## src/hdl/sio_pkg.sv

```systemverilog
/*
 * Constants for the clocked-synchronous 8-bit serial block: register offsets,
 * field positions, reset values, transfer modes and clock divider settings.
 * Assumes a 32-bit AHB-Lite register bus with one word per register.
 */
package sio_pkg;
    // ------------------------------------------------------------------
    // Register map
    // ------------------------------------------------------------------
    localparam int ADDR_W = 8;
    localparam logic [7:0] SERIAL_CONTROL_REGISTER_ONE_OFS = 8'h00;
    localparam logic [7:0] SERIAL_DATA_BUFFER_OFS = 8'h04;
    localparam logic [7:0] SERIAL_STATUS_REGISTER_OFS = 8'h08;
    // ------------------------------------------------------------------
    // Control fields
    // ------------------------------------------------------------------
    localparam int START_BIT = 7;
    localparam int ABORT_BIT = 6;
    localparam int MODE_LSB = 4;
    localparam int CLKSEL_LSB = 0;
    // ------------------------------------------------------------------
    // Status fields
    // ------------------------------------------------------------------
    localparam int ACTIVE_BIT = 3;
    localparam int SHIFT_BIT = 2;
    // ------------------------------------------------------------------
    // Modes and clock select
    // ------------------------------------------------------------------
    localparam logic [1:0] MODE_TX = 2'h0;
    localparam logic [1:0] MODE_RSVD = 2'h1;
    localparam logic [1:0] MODE_TXRX = 2'h2;
    localparam logic [1:0] MODE_RX = 2'h3;
    localparam logic [2:0] CLKSEL_EXT = 3'h7;
    localparam logic [2:0] CLKSEL_RST = 3'h0;
    localparam logic [1:0] MODE_RST = 2'h0;
    localparam int BITS_PER_BYTE = 8;
    localparam int DIV_W = 10;
    localparam int DIV_EXP_BASE = 3;
    localparam logic SCK_IDLE = 1'b1;
    localparam logic SO_IDLE = 1'b1;
endpackage : sio_pkg

```

## src/hdl/sio_sync_serial.sv

```systemverilog
/*
 * Clocked-synchronous 8-bit serial channel with an AHB-Lite register slave.
 * Assumes one clock; the serial clock and input pins are asynchronous.
 */
// The address map and the AHB-Lite slave port were chosen for this implementation.
`timescale 1ns/10ps
`default_nettype none
module sio_sync_serial
    import sio_pkg::*;
(
    input wire logic clk,
    input wire logic rst,
    input wire logic hsel,
    input wire logic [31:0] haddr,
    input wire logic [1:0] htrans,
    input wire logic hwrite,
    input wire logic [2:0] hsize,
    input wire logic [31:0] hwdata,
    input wire logic hready,
    output logic hreadyout,
    output logic hresp,
    output logic [31:0] hrdata,
    input wire logic serialClockPinIn,
    output logic serialClockPinOut,
    output logic serialClockPinOe,
    output logic serialOutputPin,
    input wire logic serialInputPin,
    output logic serialBufferInterrupt
);
    typedef struct packed {
        logic sck1;
        logic sck2;
        logic sck3;
        logic si1;
        logic si2;
        logic startR;
        logic abortR;
        logic [1:0] modeR;
        logic [2:0] clkSelR;
        logic active;
        logic [7:0] bufR;
        logic txPend;
        logic rxPend;
        logic [7:0] shR;
        logic [3:0] cnt;
        logic sckOut;
        logic soR;
        logic discard;
        logic dummy;
        logic irq;
        logic [31:0] rdata;
        logic [ADDR_W-1:0] dAddr;
        logic dWrite;
        logic dValid;
    } state_t;

    state_t s;
    state_t n;
    logic ext;
    logic tick;
    logic fallE;
    logic riseE;
    logic canGo;
    logic run;
    logic ctrlWr;
    logic bufWr;
    logic txMode;
    logic rxMode;

    // ------------------------------------------------------------------
    // Serial clock edges
    // ------------------------------------------------------------------
    assign ext = (s.clkSelR == CLKSEL_EXT);
    assign txMode = (s.modeR == MODE_TX) || (s.modeR == MODE_TXRX);
    assign rxMode = (s.modeR == MODE_RX) || (s.modeR == MODE_TXRX);
    // Falling edge is the leading edge rising is trailing
    assign fallE = ext ? (s.sck3 && !s.sck2) : (tick && s.sckOut);
    assign riseE = ext ? (!s.sck3 && s.sck2) : (tick && !s.sckOut);
    // Auto wait (internal clock): next byte needs tx data in tx modes and a read rx buffer in rx modes
    assign canGo = (!txMode || s.txPend) && (!rxMode || !s.rxPend);
    assign run = s.active && !ext && ((s.cnt != 4'h0) || canGo);
    assign ctrlWr = s.dValid && s.dWrite && (s.dAddr == SERIAL_CONTROL_REGISTER_ONE_OFS);
    assign bufWr = s.dValid && s.dWrite && (s.dAddr == SERIAL_DATA_BUFFER_OFS);

    sio_clk_div u_div (
        .clk(clk),
        .rst(rst),
        .run(run),
        .sel(s.clkSelR),
        .tick(tick)
    );

    always_comb begin
        n = s;
        n.irq = 1'b0;
        n.sck1 = serialClockPinIn;
        n.sck2 = s.sck1;
        n.sck3 = s.sck2;
        n.si1 = serialInputPin;
        n.si2 = s.si1;
        // ------------------------------------------------------------------
        // Bus address phase and read side effects
        // ------------------------------------------------------------------
        n.dValid = 1'b0;
        if (hsel && hready && htrans[1]) begin
            n.dValid = 1'b1;
            n.dWrite = hwrite;
            n.dAddr = haddr[ADDR_W-1:0];
            if (!hwrite) begin
                n.rdata = 32'h0000_0000;
                case (haddr[ADDR_W-1:0])
                    SERIAL_CONTROL_REGISTER_ONE_OFS: begin
                        n.rdata[START_BIT] = s.startR;
                        n.rdata[ABORT_BIT] = s.abortR;
                        n.rdata[MODE_LSB+:2] = s.modeR;
                        n.rdata[CLKSEL_LSB+:3] = s.clkSelR;
                    end
                    SERIAL_DATA_BUFFER_OFS: begin
                        n.rdata[7:0] = s.bufR;
                        n.rxPend = 1'b0;
                    end
                    SERIAL_STATUS_REGISTER_OFS: begin
                        n.rdata[ACTIVE_BIT] = s.active;
                        n.rdata[SHIFT_BIT] = (s.cnt != 4'h0);
                    end
                    default: begin
                        n.rdata = 32'h0000_0000;
                    end
                endcase
            end
        end
        // ------------------------------------------------------------------
        // Shifter
        // ------------------------------------------------------------------
        if (!ext && tick) begin
            n.sckOut = !s.sckOut;
        end
        if (s.active && fallE) begin
            if (s.cnt == 4'h0) begin
                if (txMode) begin
                    if (s.txPend) begin
                        n.shR = s.bufR;
                        n.txPend = 1'b0;
                        n.soR = s.bufR[0];
                        n.irq = (s.modeR == MODE_TX);
                    end else begin
                        n.dummy = 1'b1;
                        n.soR = s.shR[0];
                    end
                end
                n.discard = rxMode && s.rxPend;
                n.cnt = 4'h1;
            end else if (txMode) begin
                n.soR = s.shR[0];
            end
        end
        if (s.active && riseE && (s.cnt != 4'h0)) begin
            n.shR = {s.si2, s.shR[7:1]};
            if (s.cnt == 4'(BITS_PER_BYTE)) begin
                n.cnt = 4'h0;
                if (rxMode && !s.discard) begin
                    n.bufR = {s.si2, s.shR[7:1]};
                    n.rxPend = 1'b1;
                    n.irq = 1'b1;
                end
                // Stop only on byte boundary
                if (s.dummy || (!s.startR && (!txMode || !s.txPend || rxMode))) begin
                    n.active = 1'b0;
                end
                n.dummy = 1'b0;
                n.discard = 1'b0;
            end else begin
                n.cnt = s.cnt + 4'h1;
            end
        end
        // Start cleared while idle between bytes: nothing in flight, end now
        if (s.active && (s.cnt == 4'h0) && !fallE && !s.startR && (!txMode || !s.txPend || rxMode)) begin
            n.active = 1'b0;
        end
        // ------------------------------------------------------------------
        // Bus data phase writes
        // ------------------------------------------------------------------
        if (bufWr) begin
            n.bufR = hwdata[7:0];
            n.txPend = txMode;
        end
        if (ctrlWr) begin
            n.startR = hwdata[START_BIT];
            n.abortR = hwdata[ABORT_BIT];
            n.modeR = hwdata[MODE_LSB+:2];
            n.clkSelR = hwdata[CLKSEL_LSB+:3];
            if (hwdata[MODE_LSB+:2] != s.modeR) begin
                n.txPend = 1'b0;
                n.rxPend = 1'b0;
            end
            if (hwdata[ABORT_BIT]) begin
                n.active = 1'b0;
                n.cnt = 4'h0;
                n.dummy = 1'b0;
                n.discard = 1'b0;
            end else if (hwdata[START_BIT] && !s.active && (hwdata[MODE_LSB+:2] != MODE_RSVD)) begin
                n.active = 1'b1;
                n.cnt = 4'h0;
            end
        end else if (s.abortR && !s.active) begin
            n.abortR = 1'b0;
        end
        if (!n.active && !ext) begin
            n.sckOut = SCK_IDLE;
        end
    end

    always_ff @(posedge clk or posedge rst) begin
        if (rst) begin
            s <= '0;
            s.sckOut <= SCK_IDLE;
            s.sck1 <= SCK_IDLE;
            s.sck2 <= SCK_IDLE;
            s.sck3 <= SCK_IDLE;
            s.soR <= SO_IDLE;
            s.modeR <= MODE_RST;
            s.clkSelR <= CLKSEL_RST;
        end else begin
            s <= n;
        end
    end

    // ------------------------------------------------------------------
    // Outputs
    // ------------------------------------------------------------------
    assign hreadyout = 1'b1;
    assign hresp = 1'b0;
    assign hrdata = s.rdata;
    assign serialClockPinOut = s.sckOut;
    assign serialClockPinOe = !ext;
    assign serialOutputPin = s.soR;
    assign serialBufferInterrupt = s.irq;

    // ------------------------------------------------------------------
    // Checks
    // ------------------------------------------------------------------
    property p_abortStop;
        @(posedge clk) disable iff (rst)
        (ctrlWr && hwdata[ABORT_BIT]) |=> (!s.active && (s.cnt == 4'h0));
    endproperty
    a_abortStop: assert property (p_abortStop) else $error("abort did not stop transfer");

    property p_abortClear;
        @(posedge clk) disable iff (rst)
        (s.abortR && !s.active && !ctrlWr) |=> !s.abortR;
    endproperty
    a_abortClear: assert property (p_abortClear) else $error("abort bit not self cleared");

    property p_soHold;
        @(posedge clk) disable iff (rst)
        !(s.active && fallE) |=> $stable(serialOutputPin);
    endproperty
    a_soHold: assert property (p_soHold) else $error("output pin moved off falling edge");

    property p_txWait;
        @(posedge clk) disable iff (rst)
        (!ext && s.active && (s.modeR == MODE_TX) && (s.cnt == 4'h0) && !s.txPend && !bufWr) [*2]
        |-> !tick && serialClockPinOut;
    endproperty
    a_txWait: assert property (p_txWait) else $error("clock ran without transmit data");

    property p_rxWait;
        @(posedge clk) disable iff (rst)
        (!ext && s.active && rxMode && (s.cnt == 4'h0) && s.rxPend) [*2] |-> !tick;
    endproperty
    a_rxWait: assert property (p_rxWait) else $error("clock ran with unread receive data");

    property p_txLoad;
        @(posedge clk) disable iff (rst)
        (s.active && fallE && (s.cnt == 4'h0) && (s.modeR == MODE_TX) && s.txPend && !bufWr)
        |=> (!s.txPend && serialBufferInterrupt && (serialOutputPin == $past(s.bufR[0])));
    endproperty
    a_txLoad: assert property (p_txLoad) else $error("transmit load did not empty buffer");

    property p_rxDone;
        @(posedge clk) disable iff (rst)
        (s.active && riseE && (s.cnt == 4'h8) && rxMode && !s.discard && !bufWr && !ctrlWr)
        |=> (s.rxPend && serialBufferInterrupt && (s.bufR[7] == $past(s.si2)));
    endproperty
    a_rxDone: assert property (p_rxDone) else $error("received byte not delivered");

    property p_extNoDrive;
        @(posedge clk) disable iff (rst)
        (s.clkSelR == CLKSEL_EXT) |-> !serialClockPinOe && !run;
    endproperty
    a_extNoDrive: assert property (p_extNoDrive) else $error("pin clock driven in external mode");

    property p_cntRange;
        @(posedge clk) disable iff (rst)
        (s.cnt <= 4'h8) && (s.active || (s.cnt == 4'h0) || ctrlWr);
    endproperty
    a_cntRange: assert property (p_cntRange) else $error("bit counter out of range");

    property p_idleStop;
        @(posedge clk) disable iff (rst)
        (s.active && (s.cnt == 4'h0) && !fallE && !s.startR && rxMode) |=> !s.active;
    endproperty
    a_idleStop: assert property (p_idleStop) else $error("start clear did not end idle transfer");
endmodule : sio_sync_serial
`default_nettype wire

```

## src/hdl/sio_clk_div.sv

```systemverilog
/*
 * Serial clock divider: one-cycle tick each half period of the internal
 * serial clock while run is high. Assumes the same clock as the user.
 */
`timescale 1ns/10ps
`default_nettype none
module sio_clk_div
    import sio_pkg::*;
(
    input wire logic clk,
    input wire logic rst,
    input wire logic run,
    input wire logic [2:0] sel,
    output logic tick
);
    typedef struct packed {
        logic [DIV_W-1:0] cnt;
        logic tick;
    } div_t;

    div_t s;
    div_t n;
    logic [DIV_W-1:0] lim;

    always_comb begin
        lim = DIV_W'((32'd1 << (32'(sel) + DIV_EXP_BASE)) - 32'd1);
        n = s;
        n.tick = 1'b0;
        if (!run) begin
            n.cnt = '0;
        end else if (s.cnt == lim) begin
            n.cnt = '0;
            n.tick = 1'b1;
        end else begin
            n.cnt = s.cnt + DIV_W'(1);
        end
    end

    always_ff @(posedge clk or posedge rst) begin
        if (rst) begin
            s <= '0;
        end else begin
            s <= n;
        end
    end

    assign tick = s.tick;
endmodule : sio_clk_div
`default_nettype wire

```

## config.mk

```make
export PLATFORM = sky130hd
export DESIGN_NAME = sio_sync_serial
export DESIGN_NICKNAME = d
export VERILOG_FILES = /design/src/hdl/sio_pkg.sv /design/src/hdl/sio_sync_serial.sv /design/src/hdl/sio_clk_div.sv
export SDC_FILE = /design/constraint.sdc
export NUM_CORES = 1
export LEC_CHECK = 0
export ABC_CLOCK_PERIOD_IN_PS = 4300
export BUFFER_PORTS_ARGS = -buffer_cell sky130_fd_sc_hd__buf_2
export CAP_MARGIN = 25
export CORE_MARGIN = 3
export CORE_UTILIZATION = 56
export CTS_CLUSTER_DIAMETER = 200
export CTS_CLUSTER_SIZE = 28
export DETAILED_ROUTE_END_ITERATION = 12
export GPL_TIMING_DRIVEN = 0
export PLACE_DENSITY = 0.84
export SLEW_MARGIN = 40
export SYNTH_ARGS = -nofsm -noshare
export SYNTH_HDL_FRONTEND = slang
export SYNTH_SLANG_ARGS = --single-unit
```

## constraint.sdc

```tcl
create_clock -name clk -period 4.3 [get_ports clk]
set_input_delay 0.86 -clock clk [delete_from_list [all_inputs] [get_ports clk]]
set_output_delay 0.86 -clock clk [all_outputs]
set_load 0.1 [all_outputs]
```

==> run summary, run 1 <==
Max Freq - 392 MHz
ANT cells - 0
post-CTS setup buffer count - 0
Synth cell types - 66
# DRC - 0
cell leakage power - 2.17 nW
initial antenna violation count - 0
Worst slew margin - 50.0%
Tcrit/Tclk final - 59.3%
Final WS setup - 1.75 ns
Crit path arrival time - 1.69 ns
worst ir drop on vdd - 0.263 mV
critical-path cell list - nand3_1, buf_2, buf_2
CTS root buf - clkbuf_8
DR iter-0 viols - 289
layout cells sized above 1 - 26.1%
min Tclk post-route - 2.55 ns
placement row count - 29
Yosys reg bits - 69
setup slack after placement - 1.72 ns
GRT Overall Usage - 24.8%
met3 global-route usage - 4.98%
CP startpoint kind - flop
# resized after CTS - 0
Hold WS - 0.352 ns
Max-Cap Viols - 0
I/O Pins - 114
CTS Buffer Depth - 2
setup_tns - 0 ns
global-route wire length before repair - 15000 um
TritonRoute pass-1 iters - 5
FFs w/ async S/R, synth - 100%
Die Span Y - 89.4 um
worst-margin pin slew - 0.747 ns
Post-synth EDFFs - 0
Clock Skew - 0.00949 ns
DP HPWL - 6730 um
most common cell after layout, fill and taps aside - dfrtp_1
most frequent cells in the layout - dfrtp_1, buf_2, buf_4
required time of the critical path - 3.44 ns
Synth-to-Final Area Change - 16.3%
crit-path max cell delay - 0.47 ns
crit-path most repeated cell - buf_2
Die ar. - 7990 um^2
Slew Viols, Final - 0
Final Hold Viols - 0
GP Congestion - 0.896
Main synth FF type - dfrtp_1
status - finished, final reports clean
remaining global-route overflow - 0
WL final - 9080 um
Setup violations, final - 0
# port buffers - 35
Final Net Count - 542
crit end category - primary output
Synth Cell Area - 3890 um^2
Core Area - 6530 um^2
CTS Sinks - 69
RSZ-0062 raised after global routing - no
CTS buffer count - 9
Die X - 89.4 um
worst-path fanout max - 10
drt wl/cell - 16.7 um
hold_buf cts - 0
number of warnings issued by yosys - 0
GRT Max-Usage Layer - met2
worst-skew pair later-pin latency - 0.35 ns
largest net degree at the start of global routing - 45
CP delay by family, top - buffers and inverters
met1 GRT Util - 32.3%
post-layout util - 69.3%
Routed Antenna Nets - 0
H-tree levels - 3
CTS tree - done
Post-Syn Instances - 392
Critical Path Slowest Stage Cell - buf_2
via/cell ratio - 5.95
syn_area_per_cell - 9.93 um^2
initial core utilization - 59.6%
clock slew seen by the registers of the worst setup and hold paths - 0.08 ns
met2 GRT Util - 41.0%
number of global-route vias before repair - 3060
post-synthesis sequential area ratio - 44.5%
HP Class - reg2reg
Setup CP Type - reg2out
Pwr Total - 1.75 mW
PwrDens - 387 nW/um^2
number of buffers and inverters on the critical path - 2
via count - 3241
synth_stat cells, drive strengths merged (2+ instances only):
master   n  share of area (%)
dfrtp   64                 41
buf     41                7.7
nand2   34                3.3
inv     17                1.6
nor2    16                1.5
o21ai   13                1.7
and3    12                1.9
clkbuf  12                1.2
a221o   11                2.8
nand3   11                1.4
a31oi   10                1.6
a211oi   9                2.1
a21o     9                1.7
mux2     9                2.6
o31ai    9                1.7
or4b     9                2.3
a21oi    7               0.90
nand4    7                1.1
xor2     7                1.6
nand3b   6                1.2
dfstp    5                3.4
nor3     5               0.77
a22oi    4               0.90
and4     4               0.90
mux2i    4                1.0
nand2b   4               0.64
and2     3               0.48
ha       3               0.96
nand4b   3               0.68
nor3b    3               0.58
or3      3               0.61
or4      3               0.58
xnor2    3               0.68
a311oi   2               0.45
and3b    2               0.45
conb     2               0.19
nor2b    2               0.32
nor4     2               0.32
o21bai   2               0.39
or2      2               0.32
or3b     2               0.45
power by group:
part           switching (mW)  internal (mW)  leakage (nW)
Sequential             0.0444          0.696         0.862
Combinational           0.287          0.112          1.19
Clock                   0.255          0.359         0.116
Total                   0.587           1.17          2.17
worst reg2reg max path: cells and delay by family, from the launching register on:
family / cells / cell delay, ns
AOI/OAI and AO/OA: 2 / 0.77
adders and majority gates: 1 / 0.19
buffers and inverters: 2 / 0.27
DFF: 1 / 0.42
and+or+nand+nor: 1 / 0.44
flip-flops by register name, indices dropped and copies added (netlist names):
name	flops
serialBufferInterrupt	1
n	3
u_div.tick	1
serialClockPinOut	1
u_div.s	10
serialOutputPin	1
s	44
hrdata	8
layout make-up:
type	instances	area (um^2)
repair buffers	36	195
well taps	77	96.3
inverters	17	66.3
clock buffers	11	151
clock inverters	5	81.3
multi-input cells	277	1860
plain buffers	53	344
fillers	518	2000
flip-flops and latches	69	1730
path summary, 6_finish.rpt:
check                      start          endpoint  slack, ns  cells after the start
hold / removal             n[80]             n[79]       0.35                      0
setup / recovery           s[71]  serialClockPinOe       1.75                      3
setup reg to reg           s[47]        u_div.s[9]       2.06                      6
max in group asynchronous    rst             n[80]       3.22                      3
min in group asynchronous    rst         hrdata[0]       0.48                      2
hold reg to reg            n[80]             n[79]       0.35                      0
routing by layer:
metal	wire length, um	share of wire, %
met1	3970	44
met2	4440	49
met3	487	5.4
met4	185	2.0
met5	0	0
stage by stage:
step	std cells	instance area, um^2
after floorplan	416	3980
after global placement	528	4250
after detailed placement	529	4280
after CTS	545	4510
after global routing	545	4530
final	545	4530
cells by family after synthesis:
logic type      Yosys count  share of synthesized area, %
buf+inv                  70                          10.5
xor+xnor                 10                          2.25
fa+ha+maj                 3                         0.964
simple gates            135                          20.4
flops                    69                          44.5
compound gates           90                          17.6
mux                      13                          3.63
other cells               2                         0.193
No activity file was read; power rests on OpenSTA's default activity.
==> run 2, diff against run 1 <==
--- a/config.mk
+++ b/config.mk
@@ -5,16 +5,16 @@
 export SDC_FILE = /design/constraint.sdc
 export NUM_CORES = 1
 export LEC_CHECK = 0
-export ABC_CLOCK_PERIOD_IN_PS = 4300
+export ABC_CLOCK_PERIOD_IN_PS = 2300
 export BUFFER_PORTS_ARGS = -buffer_cell sky130_fd_sc_hd__buf_2
 export CAP_MARGIN = 25
 export CORE_MARGIN = 3
-export CORE_UTILIZATION = 56
+export CORE_UTILIZATION = 47
 export CTS_CLUSTER_DIAMETER = 200
 export CTS_CLUSTER_SIZE = 28
 export DETAILED_ROUTE_END_ITERATION = 12
 export GPL_TIMING_DRIVEN = 0
-export PLACE_DENSITY = 0.84
+export PLACE_DENSITY = 0.75
 export SLEW_MARGIN = 40
 export SYNTH_ARGS = -nofsm -noshare
 export SYNTH_HDL_FRONTEND = slang
==> constraint.sdc (replaced) <==
create_clock -name clk -period 2.3 [get_ports clk]
set_input_delay 0.46 -clock clk [delete_from_list [all_inputs] [get_ports clk]]
set_output_delay 0.46 -clock clk [all_outputs]
set_load 0.1 [all_outputs]
==> run 2 against run 1 <==
Non-clock buffer count is 2 higher. Critical path type is now reg2reg. Sequential cell count stayed put. Worst hold slack worse by 0.15 ns. Via count is 1.8% lower.
==> run summary, run 2 (same netlist as run 1, synthesis figures left out) <==
status - finished, final reports clean
FF-to-FF Start - s[47]
worst ir drop on vdd - 0.377 mV (+43%)
initial antenna violation count - 0 (unchanged)
I/O Pins - 114 (unchanged)
sw frac - 33.1% (-0.35 points)
initial core utilization - 49.3% (-10 points)
global-route wire length before repair - 15400 um (+3.1%)
Pwr Total - 3.26 mW (+86%)
largest reg by FF count - s
M1 WL - 4000 um (+0.81%)
DP HPWL - 6700 um (-0.46%)
largest net degree at the start of global routing - 60 (+33%)
placement row count - 32 (+10%)
ANT cells - 0 (unchanged)
most common cell after layout, fill and taps aside - dfrtp_1
Max-Cap Viols - 0 (unchanged)
min Tclk post-route - 2.17 ns
Routed Antenna Nets - 0 (unchanged)
WL final - 9110 um (+0.40%)
CTS Sinks - 69 (unchanged)
GP Congestion - 0.840 (-6.2%)
combinational power share - 22.7% (about the same)
HP Class - in2reg
drt wl/cell - 15.9 um (-4.3%)
Clock power frac - 34.9% (about the same)
CTS buffer count - 9 (unchanged)
PwrDens - 711 nW/um^2 (+84%)
Worst slew margin - 49.2% (-0.78 points)
via/cell ratio - 5.56 (-6.5%)
GRT Overall Usage - 20.0% (-4.8 points)
worst-path fanout max - 10 (unchanged)
Final WS setup - 0.130 ns (-1.62 ns)
clock slew seen by the registers of the worst setup and hold paths - 0.07 ns (about the same)
Slew Viols, Final - 0 (unchanged)
number of global-route vias before repair - 3127 (+2.2%)
layout cells sized above 1 - 26.2% (+0.10 points)
# DRC - 0 (unchanged)
Setup violations, final - 0 (unchanged)
TritonRoute pass-1 iters - 5 (unchanged)
worst-margin pin slew - 0.760 ns (+0.0134 ns)
Max Freq - 461 MHz
Critical path origin - s[47]
Clock Skew - 0.0113 ns (+0.00184 ns)
RSZ-0062 raised after global routing - no
Int Pwr - 2.18 mW (+87%)
met3 wire length - 495 um (+1.6%)
P_sw - 1.08 mW (+84%)
via count - 3182 (-1.8%)
CTS Buffer Depth - 2 (unchanged)
Top Layer Used - met4
setup slack after placement - 0.0520 ns (-1.67 ns)
Die X - 97.0 um (+8.5%)
worst-skew pair later-pin latency - 0.35 ns (about the same)
Hold Startpoint - serialClockPinIn
Synth-to-Final Area Change - 17.8%
cell leakage power - 2.17 nW (about the same)
CTS root buf - clkbuf_8
Tcrit/Tclk final - 94.3%
Fillers - 682 (+32%)
met2 wire length - 4440 um (about the same)
Die Span Y - 97.0 um (+8.5%)
Setup CP Type - reg2reg
DR iter-0 viols - 183 (-37%)
Final Net Count - 544 (+0.37%)
most frequent cells in the layout - dfrtp_1, buf_2, buf_4
Final Hold Viols - 0 (unchanged)
Core Area - 7890 um^2 (+21%)
crit end category - flop
# port buffers - 35 (unchanged)
Die ar. - 9410 um^2 (+18%)
H-tree levels - 3 (unchanged)
Crit path arrival time - 2.40 ns (+0.71 ns)
CTS tree - done
Largest register FFs - 44 (unchanged)
part of the power in registers - 42.4% (+0.2 points)
remaining global-route overflow - 0 (unchanged)
required time of the critical path - 2.53 ns (-0.91 ns)
CP startpoint kind - flop
[run 2: area by class of cell]
class                      instances  area (um^2)  area share, %
multi-input combinational        277         1860           40.5
sequential                        69         1730           37.8
buffer                            53          344           7.50
timing repair buffer              38          220           4.80
clock buffer                      11          151           3.30
tap                              102          128           2.78
clock inverter                     5         82.6           1.80
inverter                          17         68.8           1.50
[run 2: path summary, 6_finish.rpt]
kind                                    to  slack, ns  depth (start not counted)
max reg2reg                          s[55]       0.13                          7
max                                  s[55]       0.13                          7
min reg2reg                          n[79]       0.36                          0
min in group asynchronous             s[1]       0.55                          3
max in group asynchronous  serialOutputPin       1.19                          4
min                                  n[80]       0.21                          1
[run 2: routing by layer]
layer  up-vias  track usage, %
met5         -               0
met4         0            5.72
met3        24            4.97
met2        98            32.9
met1      1523            26.2
li1       1537               -
[run 2: power by group through the flow]
stage / sequential (mW) / combinational [mW] / clock [mW]
global placement: 1.40 / 0.706 / 0
detailed placement: 1.40 / 0.731 / 0
floorplan: 1.38 / 0.598 / 0
global route: 1.39 / 0.803 / 1.22
finish: 1.38 / 0.741 / 1.14
CTS: 1.38 / 0.736 / 1.16
[run 2: through the flow]
step	TNS (ns)	hold slack, ns	area (um^2)	util, %	std cells
finish	0	0.206	4590	58.1	572
floorplan	0	0.331	3980	-	416
global placement	-46.14	0.333	4290	54.3	553
CTS	0	0.194	4560	57.8	571
detailed placement	0	0.347	4320	54.7	554
global route	0	0.191	4590	58.1	572
[run 2: critical path: stages (launching register included)]
cell	delay [ns]
dfrtp_1	0.42
inv_1	0.07
ha_1	0.18
or3b_2	0.44
buf_2	0.20
nor2_1	0.22
a22oi_2	0.17
a221o_1	0.35
[run 2: what timing repair did]
| item | CTS | global route |
|---|---|---|
| buffers inserted | 0 | 1 |
| endpoints found under the setup margin | 0 | 20 |
| resized for setup | 0 | 2 |
| hold buffers | 1 | 0 |
| hold endpoints to repair | 10 | 0 |
==> run 3, diff against run 2 <==
--- a/config.mk
+++ b/config.mk
@@ -5,6 +5,7 @@
 export SDC_FILE = /design/constraint.sdc
 export NUM_CORES = 1
 export LEC_CHECK = 0
+export ABC_AREA = 1
 export ABC_CLOCK_PERIOD_IN_PS = 2300
 export BUFFER_PORTS_ARGS = -buffer_cell sky130_fd_sc_hd__buf_2
 export CAP_MARGIN = 25
@@ -14,7 +15,7 @@
 export CTS_CLUSTER_SIZE = 28
 export DETAILED_ROUTE_END_ITERATION = 12
 export GPL_TIMING_DRIVEN = 0
-export PLACE_DENSITY = 0.75
+export PLACE_DENSITY = 0.76
 export SLEW_MARGIN = 40
 export SYNTH_ARGS = -nofsm -noshare
 export SYNTH_HDL_FRONTEND = slang
==> run 3 against run 2 <==
First-iteration DRC count is 28% higher. Non-clock buffer count down 12. Clock-buffer cell count grew 2. Register-to-register slack gained 0.33 ns. Sequential share of layout area increased by 1.4 points. Critical path type is now reg2out. Area after synthesis shrank 2.7%. Sequential cell count is the same. Global-route usage decreased by 0.48 points. Cell count increased by 14%.
==> run summary, run 3 <==
status - finished, final reports clean
initial antenna violation count - 0 (unchanged)
Fillers - 699 (+2.5%)
Top Layer Used - met4
Post-Syn Instances - 473 (+21%)
Synth area leader - dfrtp_1
most common cell after layout, fill and taps aside - nand2_1
H-tree levels - 3 (unchanged)
Max Freq - 528 MHz (+14%)
post-synthesis adder-cell area fraction - 0.991% (+0.026 points)
XOR/XNOR Fraction of Synth Area - 2.31% (+0.062 points)
WL final - 8220 um (-9.8%)
required time of the critical path - 1.84 ns (-0.69 ns)
HP Class - in2async
worst-path fanout max - 7 (-3)
fin area - 4420 um^2 (-3.6%)
syn_area_per_cell - 8.01 um^2 (-19%)
PwrDens - 1010 nW/um^2 (+42%)
Simple-Gate Fraction of Synth Area - 29.6% (+9.1 points)
post-CTS setup buffer count - 0 (unchanged)
Synth-to-Final Area Change - 16.7%
Yosys reg bits - 69 (unchanged)
Final WS setup - 0.404 ns (+0.274 ns)
CTS Sinks - 69 (unchanged)
RSZ-0062 raised after global routing - no
Core Area - 7770 um^2 (-1.5%)
Final Hold Viols - 0 (unchanged)
post-synthesis sequential area ratio - 45.7% (+1.2 points)
Crit path arrival time - 1.44 ns (-0.96 ns)
CTS tree - done
largest net degree at the start of global routing - 42 (-30%)
CTS root buf - clkbuf_8
largest reg by FF count - s
largest family of logic cells by synthesized area - simple AND/OR/NAND/NOR gates
hold_buf cts - 0 (-1)
DP HPWL - 6260 um (-6.6%)
Main synth FF type - dfrtp_1
Tcrit/Tclk final - 82.4% (-12 points)
placed insts - 635 (+15%)
Largest register FFs - 44 (unchanged)
I/O Pins - 114 (unchanged)
crit end category - primary output
DP Area - 4210 um^2 (-2.5%)
CTS Buffer Depth - 2 (unchanged)
number of warnings issued by yosys - 0 (unchanged)
# port buffers - 35 (unchanged)
Final Net Count - 623 (+15%)
M1 WL - 3800 um (-4.9%)
cell leakage power - 2.40 nW (+11%)
remaining global-route overflow - 0 (unchanged)
worst-skew pair later-pin latency - 0.34 ns (about the same)
Setup CP Type - reg2out
GRT Overall Usage - 19.5% (-0.48 points)
worst ir drop on vdd - 0.656 mV (+74%)
Commonest cells post-synth - nand2_1, dfrtp_1, inv_1, nand3_1, buf_4
FFs w/ async S/R, synth - 100% (unchanged)
met3 wire length - 418 um (-16%)
TritonRoute pass-1 iters - 5 (unchanged)
area share of the largest cell type after synthesis - 42.3% (+1.1 points)
via count - 3182 (unchanged)
CTS buffer count - 9 (unchanged)
Post-synth EDFFs - 0 (unchanged)
number of global-route vias before repair - 3031 (-3.1%)
Die Span Y - 95.8 um (-1.3%)
Post-Layout Cell Count - 651 (+14%)
clock slew seen by the registers of the worst setup and hold paths - 0.08 ns (about the same)
layout cells sized above 1 - 21.3% (-4.9 points)
Synth cell types - 37 (-44%)
setup slack after placement - 0.379 ns (+0.327 ns)
DR iter-0 viols - 234 (+28%)
Clock Skew - 0.00681 ns (-0.00453 ns)
worst-margin pin slew - 0.628 ns (-0.132 ns)
Routed Antenna Nets - 0 (unchanged)
initial core utilization - 48.8% (-0.57 points)
setup_tns - 0 ns (unchanged)
Synth Area in Compound Gates - 7.03% (-11 points)
# DRC - 0 (unchanged)
placement row count - 32 (unchanged)
Synth Cell Area - 3790 um^2 (-2.7%)
met2 wire length - 3880 um (-13%)
ANT cells - 0 (unchanged)
Pwr Total - 4.46 mW (+37%)
Max-Cap Viols - 0 (unchanged)
Setup violations, final - 0 (unchanged)
global-route wire length before repair - 13900 um (-9.8%)
top-count cell post-synth - nand2_1
min Tclk post-route - 1.90 ns (-0.274 ns)
mux contribution to synthesized area - 0% (-3.6 points)
via/cell ratio - 4.89 (-12%)
# resized after CTS - 0 (unchanged)
Die X - 95.8 um (-1.3%)
most frequent cells in the layout - nand2_1, dfrtp_1, inv_1
CP startpoint kind - flop
GP Congestion - 0.858 (+2.1%)
drt wl/cell - 12.6 um (-21%)
Synth area leaders - dfrtp_1, nand2_1, buf_4
Worst slew margin - 57.8% (+8.6 points)
Die ar. - 9170 um^2 (-2.5%)
Slew Viols, Final - 0 (unchanged)
-- run 3: cell count changes in the layout (fill, tap and decap cells not counted), moves of 8 or more --
cell | previous run | this run
nand2_1 | 34 | 117
a211oi_1 | 8 | 0
nand3_1 | 11 | 46
nor2_1 | 16 | 27
a221o_1 | 11 | 0
inv_1 | 15 | 56
a31oi_1 | 10 | 0
o21ai_0 | 13 | 31
nand4_1 | 7 | 16
or4b_1 | 8 | 0
mux2_2 | 9 | 0
a21o_1 | 9 | 0
and3_1 | 12 | 0
-- run 3: report_power, final --
part	total, mW	internal, mW	switching (mW)
clock	1.04	0.589	0.455
sequential	1.72	1.49	0.229
combinational	1.70	0.509	1.19
-- run 3: routing by layer --
metal	GRT usage (%)	vias to the layer above
met5	0	-
met1	26.2	1474
met4	7.11	0
met2	32.1	100
li1	-	1595
met3	2.74	13
-- run 3: stage by stage --
step | util, % | hold slack [ns]
detailed placement | 54.2 | 0.344
finish | 56.9 | 0.100
global placement | 53.8 | 0.340
floorplan | - | 0.331
CTS | 56.9 | 0.112
global route | 56.9 | 0.133
-- run 3: worst paths after layout --
kind,startpoint,endpoint,slack [ns],depth (start not counted)
max,s[72],serialClockPinOe,0.40,2
min,rst,s[8],0.10,2
max reg2reg,s[47],s[59],0.46,8
min reg2reg,n[77],s[77],0.36,0
max in group asynchronous,rst,serialOutputPin,1.61,3
min in group clk,serialClockPinIn,n[80],0.22,1
-- run 3: cell type report --
cell class | count | area [um^2] | share of cell area (%)
sequential | 69 | 1730 | 39.2
multi-input combinational | 325 | 1620 | 36.5
buffer | 43 | 309 | 6.99
inverter | 60 | 230 | 5.21
timing repair buffer | 36 | 195 | 4.41
clock buffer | 13 | 169 | 3.82
tap | 102 | 128 | 2.89
clock inverter | 3 | 42.5 | 0.962
-- run 3: critical path, stage by stage, from the launching register on --
cell and delay [ns]:
dfrtp_1 0.48, nand3_2 0.17, buf_2 0.45
-- run 3: cells by family (layout without fill, tap and decap cells) --
kind of cell | Yosys count | in the layout
buf+inv | 103 | 155
fa+ha+maj | 3 | 3
flops | 69 | 69
simple gates | 237 | 237
other cells | 2 | 26
xor+xnor | 10 | 10
compound gates | 49 | 49
